`src/rtl/ppds_pkg.sv`:
```
//------------------------------------------------------------
//------------------------------------------------------------
package ppds_pkg;

  // unlock signature bytes
  localparam logic [7:0] SIG_FIRST  = 8'h57;
  localparam logic [7:0] SIG_SECOND = 8'hA8;

  // plan word layout
  localparam int PLAN_W        = 16;
  localparam int BIT_SYS_KEEP  = 0;
  localparam int BIT_SMALL_RAM = 1;
  localparam int BIT_LARGE_RAM = 2;
  localparam int BIT_LFCK      = 3;
  localparam int BIT_CORE      = 4;
  localparam int BIT_EXTEND    = 5;
  localparam int BIT_DCDC_PRE  = 14;
  localparam int BIT_DCDC_EN   = 15;
  localparam logic [15:0] PLAN_RST = 16'h0000;
  localparam logic [15:0] PLAN_MASK = 16'hC03F;

  // safe access window and timing
  localparam int CLK_MHZ        = 125;
  localparam int UNLOCK_WIN_CYC = 64;
  localparam int BIAS_WAIT_NS   = 10000;
  localparam int BIAS_WAIT_CYC  = (BIAS_WAIT_NS * CLK_MHZ + 999) / 1000;
  localparam int RTC_W          = 16;

  // unlock sequencer states
  typedef enum logic [1:0] {
    UNL_IDLE  = 2'b00,
    UNL_HALF  = 2'b01,
    UNL_OPEN  = 2'b10
  } ppds_unl_type;

endpackage : ppds_pkg

```
`src/rtl/ppds_hold_reg.sv`:
```
`timescale 1ns/1ps
// register with load enable, cleared only by its own reset input
module ppds_hold_reg #(
  parameter int W = 16
) (
  // clock and clear
  input  wire logic         i_clk,
  input  wire logic         i_clr,
  // load strobe and value
  input  wire logic         i_load,
  input  wire logic [W-1:0] i_data,
  // held value
  output logic      [W-1:0] o_data
);
  logic [W-1:0] data_q;
  logic [W-1:0] data_d;

  // next value
  always_comb begin
    data_d = data_q;
    if (i_clr) begin
      data_d = '0;
    end else if (i_load) begin
      data_d = i_data;
    end
  end

  // register
  always_ff @(posedge i_clk) begin
    data_q <= data_d;
  end

  assign o_data = data_q;
endmodule : ppds_hold_reg

```
`src/rtl/ppds_top.sv`:
```
`timescale 1ns/1ps
module ppds_top
  import ppds_pkg::*;
(
  // clock and reset
  input  wire logic              I_CORE_CLK,
  input  wire logic              I_RST,
  // power-on reset of the always-on domain
  input  wire logic              I_AON_RST,
  // unlock signature write
  input  wire logic              I_SIG_WR,
  input  wire logic [7:0]        I_SIG_DATA,
  // plan word write
  input  wire logic              I_PLAN_WR,
  input  wire logic [PLAN_W-1:0] I_PLAN_DATA,
  // rtc register write and tick
  input  wire logic              I_RTC_WR,
  input  wire logic [RTC_W-1:0]  I_RTC_DATA,
  input  wire logic              I_RTC_TICK,
  // low-power entry and wake, reset cause flag clear
  input  wire logic              I_DEEP_SLEEP,
  input  wire logic              I_WAIT_INSTR,
  input  wire logic              I_WAKE_EVENT,
  input  wire logic              I_FLAG_CLR,
  // status
  output logic                   O_SAFE_ACCESS,
  output logic [PLAN_W-1:0]      O_PLAN,
  output logic                   O_DCDC_BIAS_ON,
  output logic                   O_DCDC_MODE,
  output logic                   O_BIAS_SETTLED,
  output logic                   O_PLAN_WR_REJECT,
  output logic                   O_SLEEP,
  output logic                   O_SHUTDOWN,
  output logic                   O_GLOBAL_WAKE_RESET,
  output logic                   O_RESET_CAUSE_FLAG,
  output logic [RTC_W-1:0]       O_RTC_VALUE
);

  //----------------------------------------------------------
  // unlock sequencer
  //----------------------------------------------------------
  ppds_unl_type unl_q, unl_d;
  logic [6:0]   win_q, win_d;
  logic         plan_ok;

  assign plan_ok = I_PLAN_WR && (unl_q == UNL_OPEN);

  // next state of safe access window
  always_comb begin
    unl_d = unl_q;
    win_d = win_q;
    unique case (unl_q)
      UNL_IDLE: begin
        if (I_SIG_WR && I_SIG_DATA == SIG_FIRST) begin
          unl_d = UNL_HALF;
        end
      end
      UNL_HALF: begin
        if (I_SIG_WR) begin
          if (I_SIG_DATA == SIG_SECOND) begin
            unl_d = UNL_OPEN;
            win_d = 7'(UNLOCK_WIN_CYC);
          end else begin
            unl_d = UNL_IDLE;
          end
        end
      end
      UNL_OPEN: begin
        win_d = win_q - 7'h1;
        if (plan_ok || win_q == 7'h1) begin
          unl_d = UNL_IDLE;
          win_d = '0;
        end
      end
      default: begin
        unl_d = UNL_IDLE;
      end
    endcase
  end

  // safe access registers
  always_ff @(posedge I_CORE_CLK) begin
    if (I_RST) begin
      unl_q <= UNL_IDLE;
      win_q <= '0;
    end else begin
      unl_q <= unl_d;
      win_q <= win_d;
    end
  end

  //----------------------------------------------------------
  // plan word
  //----------------------------------------------------------
  logic [PLAN_W-1:0] plan_q, plan_d;
  logic [PLAN_W-1:0] wr_val;

  // protected update of plan word
  always_comb begin
    wr_val = I_PLAN_DATA & PLAN_MASK;
    // switch enable needs bias already prepared
    if (!plan_q[BIT_DCDC_PRE]) begin
      wr_val[BIT_DCDC_EN] = 1'b0;
    end
    plan_d = plan_q;
    if (plan_ok) begin
      plan_d = wr_val;
    end
  end

  always_ff @(posedge I_CORE_CLK) begin
    if (I_RST) begin
      plan_q <= PLAN_RST;
    end else begin
      plan_q <= plan_d;
    end
  end

  //----------------------------------------------------------
  // bias settle timer
  //----------------------------------------------------------
  logic [11:0] bias_cnt_q, bias_cnt_d;

  // counts time since bias-prepare went high
  always_comb begin
    bias_cnt_d = bias_cnt_q;
    if (!plan_q[BIT_DCDC_PRE]) begin
      bias_cnt_d = '0;
    end else if (bias_cnt_q != 12'(BIAS_WAIT_CYC)) begin
      bias_cnt_d = bias_cnt_q + 12'h1;
    end
  end

  always_ff @(posedge I_CORE_CLK) begin
    if (I_RST) begin
      bias_cnt_q <= '0;
    end else begin
      bias_cnt_q <= bias_cnt_d;
    end
  end

  //----------------------------------------------------------
  // low-power entry and wake
  //----------------------------------------------------------
  logic sleep_q, sleep_d, shut_q, shut_d, gwr_q, gwr_d;
  logic flag_q, flag_d, rej_q, rej_d;

  // mode entry, wake, reset cause
  always_comb begin
    sleep_d = sleep_q;
    shut_d  = shut_q;
    gwr_d   = 1'b0;
    flag_d  = flag_q;
    rej_d   = I_PLAN_WR && !plan_ok;
    if (I_DEEP_SLEEP && I_WAIT_INSTR && !sleep_q && !shut_q) begin
      // core kept powered means sleep, otherwise shutdown
      if (plan_q[BIT_CORE]) begin
        sleep_d = 1'b1;
      end else begin
        shut_d = 1'b1;
      end
    end else if (I_WAKE_EVENT) begin
      sleep_d = 1'b0;
      if (shut_q) begin
        shut_d = 1'b0;
        gwr_d  = 1'b1;
      end
    end
    if (I_FLAG_CLR) begin
      flag_d = 1'b0;
    end
    if (gwr_d) begin
      flag_d = 1'b1;
    end
  end

  always_ff @(posedge I_CORE_CLK) begin
    if (I_RST) begin
      sleep_q <= 1'b0;
      shut_q  <= 1'b0;
      gwr_q   <= 1'b0;
      rej_q   <= 1'b0;
    end else begin
      sleep_q <= sleep_d;
      shut_q  <= shut_d;
      gwr_q   <= gwr_d;
      rej_q   <= rej_d;
    end
  end

  // cause flag lives in the always-on domain
  always_ff @(posedge I_CORE_CLK) begin
    if (I_AON_RST) begin
      flag_q <= 1'b0;
    end else begin
      flag_q <= flag_d;
    end
  end

  //----------------------------------------------------------
  // rtc register, untouched by system reset
  //----------------------------------------------------------
  logic [RTC_W-1:0] rtc_val;
  logic [RTC_W-1:0] rtc_next;

  assign rtc_next = I_RTC_WR ? I_RTC_DATA : rtc_val + 16'h1;

  ppds_hold_reg #(
    .W (RTC_W)
  ) u_rtc (
    .i_clk  (I_CORE_CLK),
    .i_clr  (I_AON_RST),
    .i_load (I_RTC_WR || I_RTC_TICK),
    .i_data (rtc_next),
    .o_data (rtc_val)
  );

  //----------------------------------------------------------
  // outputs
  //----------------------------------------------------------
  assign O_SAFE_ACCESS       = (unl_q == UNL_OPEN);
  assign O_PLAN              = plan_q;
  assign O_DCDC_BIAS_ON      = plan_q[BIT_DCDC_PRE];
  assign O_DCDC_MODE         = plan_q[BIT_DCDC_EN]
                               && plan_q[BIT_DCDC_PRE];
  assign O_BIAS_SETTLED      = (bias_cnt_q == 12'(BIAS_WAIT_CYC));
  assign O_PLAN_WR_REJECT    = rej_q;
  assign O_SLEEP             = sleep_q;
  assign O_SHUTDOWN          = shut_q;
  assign O_GLOBAL_WAKE_RESET = gwr_q;
  assign O_RESET_CAUSE_FLAG  = flag_q;
  assign O_RTC_VALUE         = rtc_val;

endmodule : ppds_top
```
`config.mk`:
```
export PLATFORM = sky130hd
export DESIGN_NAME = ppds_top
export DESIGN_NICKNAME = d
export VERILOG_FILES = /design/src/rtl/ppds_pkg.sv /design/src/rtl/ppds_hold_reg.sv /design/src/rtl/ppds_top.sv
export SDC_FILE = /design/constraint.sdc
export NUM_CORES = 1
export LEC_CHECK = 0
export ABC_CLOCK_PERIOD_IN_PS = 2000
export BUFFER_PORTS_ARGS = -buffer_cell sky130_fd_sc_hd__buf_2
export CORE_AREA = 2 2 104 106
export CTS_BUF_LIST = sky130_fd_sc_hd__clkbuf_16
export DETAILED_ROUTE_END_ITERATION = 7
export DIE_AREA = 0 0 106 108
export GPL_TIMING_DRIVEN = 0
export PLACE_DENSITY_LB_ADDON = 0.12
export SYNTH_ARGS = -nofsm -noshare
export SYNTH_HDL_FRONTEND = slang
export SYNTH_SLANG_ARGS = --single-unit
```
`constraint.sdc`:
```
create_clock -name I_CORE_CLK -period 2 [get_ports I_CORE_CLK]
set_input_delay 0.4 -clock I_CORE_CLK [delete_from_list [all_inputs] [get_ports I_CORE_CLK]]
set_output_delay 0.4 -clock I_CORE_CLK [all_outputs]
set_load 0.02 [all_outputs]
```
==> flow_summary.json, run 1 <==
{
  "avgSynthCellArea_um2": 8.43,
  "synth.cell_area_um2": 2500,
  "arrival_ns": 1.49,
  "synth_top_area_share_pct": 40.0,
  "p_leak_nw": 1.28,
  "yosys_register_bits": 50,
  "powerDensity_nw_per_um2": 651,
  "gr-usage-met1_pct": 14.4,
  "hold_depth": 3,
  "ant_nets": 0,
  "grtUsageMet3_pct": 3.01,
  "multiInputGateArea_um2": 1380,
  "grt_pass1_wl_mm": 10.4,
  "drt-wirelength-per-cell_um": 12.2,
  "layout_commonest_cell": "buf_2",
  "yosysWarnings": 0,
  "register_area_um2": 1000,
  "synth_edf_count": 0,
  "clockBufferDepth": 2,
  "vias_per_cell": 4.52,
  "finalSetupTns_ns": 0,
  "hp-class": "in -> reg",
  "outcome": "completed",
  "mostFrequentLayoutCells": "buf_2 (72), dfxtp_1 (50), nand2_1 (31)",
  "vdd_drop_max_mv": 0.312,
  "setup_viol": 0,
  "fillers": 1112,
  "ys_seq_area_share_pct": 40.0,
  "drv_slew": 0,
  "tightestPinTransition_ns": 0.541,
  "rows": 37,
  "area_delta_synth_final_pct": 28.3,
  "track_usage_pct": 11.1,
  "rr_worst_depth": 5,
  "vias": 2350,
  "fin_skew_ns": 0.00370,
  "grt_use_met2_pct": 18.8,
  "die_h_um": 108,
  "drive_gt1_share_pct": 25.0,
  "dp_hpwl_mm": 4.81,
  "grt_overflow": 0,
  "finalPower_mw": 2.09,
  "ios": 92,
  "clk_pin_slew_worst_paths_ns": 0.07,
  "yosysUniqueCellTypes": 46,
  "drc": 0,
  "syn_inst": 297,
  "critPathMaxFanout": 6,
  "crit_chain": "inv_1, ha_1, and4b_1, nand4_1, inv_1, buf_2",
  "core_um2": 10200,
  "antenna_found_initial": 0,
  "grt_pass1_vias": 2216,
  "fin_cells": 520,
  "cts_tree": "built",
  "crit_top_cell": "inv_1",
  "diodes": 0,
  "grt_max_degree": 16,
  "cts_root_buf": "clkbuf_16",
  "fin_crit_sh_pct": 94.7,
  "rsz0062_at_grt": "false",
  "cp_slowest_stage_delay_ns": 0.43,
  "period_needed_ns": 1.89,
  "cp.depth": 6,
  "critPathCaptureType": "output pin",
  "numPortBuffers": 72,
  "synth_area_leaders": "dfxtp_1 (40%), xnor2_1 (5.6%), nand2_1 (4.6%)",
  "dp_cells": 512,
  "relSlewSlack_pct": 63.7,
  "crit_type": "reg -> out",
  "final_nets": 439,
  "cp-start-kind": "flop",
  "drt-pass1-iter-count": 4,
  "synth-async-reset-ratio_pct": 0,
  "drt_iter0_markers": 76,
  "routed_wl_mm": 6.35,
  "slowest_stage": "dfxtp_1",
  "hold_violations": 0,
  "clock.fmax_mhz": 528,
  "cts-htree-levels": 2,
  "path_delay_family": "flip-flops",
  "maxCapViolCount": 0,
  "grt_busiest_layer": "met2",
  "fp.dieW_um": 106,
  "cp.required_ns": 1.60,
  "numCtsBuffers": 5,
  "synthFlopType": "dfxtp_1",
  "critical_path_buf_inv_count": 3,
  "die_area_um2": 11400,
  "gp_congestion": 0.753,
  "clkSinkCount": 50,
  "clock_latency_ns": 0.28,
  "yosysTopAreaCell": "dfxtp_1",
  "start_util_pct": 24.5
}
==> registers in the layout, summed over array words and instances (netlist names) <==
register	count
unl_q	2
O_GLOBAL_WAKE_RESET	1
O_PLAN_WR_REJECT	1
O_SHUTDOWN	1
O_SLEEP	1
bias_cnt_q	12
O_RESET_CAUSE_FLAG	1
O_PLAN	8
win_q	7
u_rtc.o_data	16
==> layer usage <==
layer	wire length, µm	up-vias	part of all wire [%]
li1	-	1208	-
met1	3060	1079	48
met2	2880	59	45
met3	365	4	5.8
met4	38	0	0.60
met5	0	-	0
==> cell type report <==
cell class,instances,share of cell area [%]
Multi-Input combinational cell,219,42.8
Clock inverter,3,0.350
Tap cell,136,5.29
Buffer,18,3.19
Clock buffer,5,3.89
Timing Repair Buffer,73,11.4
Sequential cell,50,31.1
Inverter,16,1.87
==> what timing repair did <==
item,4_1_cts,5_1_grt
hold endpoints to repair,0,0
setup endpoints to repair,2,1
resized for setup,0,1
setup buffers,1,0
hold buffers,0,0
==> logic make-up (layout without fill, tap and decap cells) <==
logic type	after synthesis	in the layout	share of synthesized area (%)
adders and majority gates	5	5	2.50
and+or+nand+nor	134	134	28.8
xor gates and xnor gates	22	22	7.69
DFF	50	50	40.0
AOI/OAI and AO/OA	49	49	13.9
muxes	1	1	0.400
other	1	8	0.150
buffers and inverters	35	115	6.64
==> metrics by stage <==
stage / instance area [µm²] / worst slack, ns / utilization, % / hold slack [ns]
3_3_place_gp: 3060 / 0.171 / 29.9 / 0.445
4_1_cts: 3200 / 0.0923 / 31.3 / 0.354
3_5_place_dp: 3060 / 0.160 / 29.9 / 0.449
2_1_floorplan: 2530 / 0.311 / - / 0.466
5_1_grt: 3210 / 0.00937 / 31.4 / 0.363
6_report: 3210 / 0.105 / 31.4 / 0.362
==> final timing paths <==
path / startpoint / slack, ns / to
min reg2reg: O_PLAN[3] / 0.46 / O_PLAN[3]
max reg2reg: u_rtc.o_data[0] / 0.23 / u_rtc.o_data[14]
min: I_RTC_DATA[1] / 0.36 / u_rtc.o_data[1]
max: bias_cnt_q[0] / 0.11 / O_BIAS_SETTLED
==> worst min-delay path: stages <==
cell and delay (ns):
buf_2 0.08, a21oi_1 0.05, nor2_1 0.08
==> cells in the mapped netlist, types with 2 or more instances <==
cell	count
or3_1	6
nor2_1	28
nand3_1	18
dfxtp_1	50
a311oi_1	2
a2111oi_2	2
clkbuf_1	6
nand2b_1	5
and3_1	2
nand3b_1	2
nor4b_1	2
o31a_1	3
a22o_1	4
nor3_1	10
buf_4	9
a21oi_1	21
nor2b_1	2
nand4_1	8
and2_1	2
buf_1	3
a211oi_1	9
o21ai_0	3
nand2_1	31
inv_1	16
ha_1	5
xnor2_1	16
nor4_1	8
xor2_1	6
==> power breakdown <==
group	switching, mW	internal, mW
registers	0.0328	1.02
logic	0.130	0.0951
clock network	0.361	0.452
Power figures use the tool's default switching activity.
==> run 2, diff against run 1 <==
Settings changed: CELL_PAD_IN_SITES_DETAIL_PLACEMENT from default to 0, CELL_PAD_IN_SITES_GLOBAL_PLACEMENT from default to 1.
==> run 2 against run 1 <==
Effect of this change:
- die area did not move
- power increased by 6.1%
- flip-flop and latch count stayed put
- critical path depth decreased by 3
- clock power up 16%
- combinational power hardly changed
==> flow_summary.json, run 2 (synthesis gave the netlist of run 1 again) <==
{
  "dp_hpwl_mm": 4.86,
  "combPwrFrac_pct": 10.2,
  "tightestPinTransition_ns": 0.537,
  "cts_root_buf": "clkbuf_16",
  "cts-htree-levels": 2,
  "hold_violations": 0,
  "finalSetupTns_ns": 0,
  "area_delta_synth_final_pct": 29.3,
  "grt_pass1_wl_mm": 10.9,
  "ctsHoldBuffers": 0,
  "clockBufferDepth": 2,
  "cp.required_ns": 1.60,
  "ios": 92,
  "hold_depth": 3,
  "mostFrequentLayoutCells": "buf_2 (72), dfxtp_1 (49), nand2_1 (31)",
  "clkSinkCount": 50,
  "clock_latency_ns": 0.28,
  "grt_max_degree": 16,
  "track_usage_pct": 11.7,
  "fin_skew_ns": 0.00901,
  "vdd_drop_max_mv": 0.296,
  "drv_slew": 0,
  "whs_ns": 0.349,
  "clock.fmax_mhz": 535,
  "layout_commonest_cell": "buf_2",
  "core_um2": 10200,
  "largest_reg_flops": 16,
  "final_nets": 439,
  "fin_crit_sh_pct": 93.5,
  "grt_overflow": 0,
  "ant_nets": 0,
  "final_util_pct": 31.6,
  "cp-start-kind": "flop",
  "hp-class": "in -> reg",
  "stdcell_area_um2": 3240,
  "gp_congestion": 0.727,
  "fp.dieW_um": 106,
  "start_util_pct": 24.5,
  "numCtsBuffers": 5,
  "powerDensity_nw_per_um2": 685,
  "grt_pass1_vias": 2282,
  "relSlewSlack_pct": 63.9,
  "die_area_um2": 11400,
  "critPathMaxFanout": 15,
  "routed_wl_mm": 6.49,
  "critPathCaptureType": "output pin",
  "outcome": "completed",
  "clkPwrFrac_pct": 42.3,
  "drt-wirelength-per-cell_um": 12.5,
  "numPortBuffers": 72,
  "pwr-share-seq_pct": 47.4,
  "dp_cells": 512,
  "diodes": 0,
  "p_leak_nw": 1.29,
  "maxCapViolCount": 0,
  "fillers": 1147,
  "arrival_ns": 1.47,
  "preCtsSetupSlack_ns": 0.146,
  "dpl_cell_area_um2": 3060,
  "die_h_um": 108,
  "vias": 2301,
  "power.internal_mw": 1.70,
  "rows": 37,
  "drt_iter0_markers": 48,
  "drc": 0,
  "power_switching_mw": 0.524,
  "cts_tree": "built",
  "clk_pin_slew_worst_paths_ns": 0.07,
  "switching_share_pct": 23.6,
  "vias_per_cell": 4.43,
  "crit_type": "reg -> out",
  "fin_cells": 519,
  "period_needed_ns": 1.87,
  "drive_gt1_share_pct": 25.6,
  "finalPower_mw": 2.22,
  "rsz0062_at_grt": "false",
  "drt-pass1-iter-count": 4,
  "rr_worst_depth": 5,
  "antenna_found_initial": 0,
  "setup_viol": 0,
  "fin_ws_ns": 0.130
}
[run 2: cell count changes in the layout (fill, tap and decap cells not counted), sizes merged]
cell	before	now
clkinv	3	1
bufinv	0	1
[run 2: cell type report]
type                    count  area [µm²]  area share, %
flip-flops and latches     50        1000           31.0
clock inverters             2        33.8           1.04
plain buffers              18         103           3.17
clock buffers               5         125           3.86
repair buffers             73         368           11.4
multi-input cells         219        1380           42.5
inverters                  16        60.1           1.85
well taps                 136         170           5.26
[run 2: worst max-delay path: stages, from the launching register on]
cell and delay, ns:
dfxtp_1 0.33, nand2b_1 0.21, inv_1 0.39, buf_2 0.25
[run 2: power groups by stage]
stage	registers [mW]	logic [mW]	clock network (mW)
detailed placement	1.08	0.228	0
CTS	1.05	0.228	0.983
global placement	1.08	0.228	0
floorplan	1.10	0.106	0
finish	1.05	0.227	0.940
global route	1.06	0.252	1.02
[run 2: final timing paths]
path                        start                to  slack, ns
hold / removal      I_RTC_DATA[1]   u_rtc.o_data[1]       0.35
setup / recovery         unl_q[0]     O_SAFE_ACCESS       0.13
setup reg to reg  u_rtc.o_data[0]  u_rtc.o_data[14]       0.27
hold reg to reg         O_PLAN[1]         O_PLAN[1]       0.46
[run 2: timing repair]
action                     CTS  global route
gates cloned                 0             0
buffers inserted             1             0
setup endpoints to repair    2             2
resized for setup            0             2
[run 2: routing by layer]
metal	part of all wire (%)	vias to the layer above	GRT usage [%]
met2	46	48	19.8
met4	0.51	0	2.54
met5	0	-	0
met3	4.6	2	2.77
met1	48	1038	15.2
li1	-	1213	-
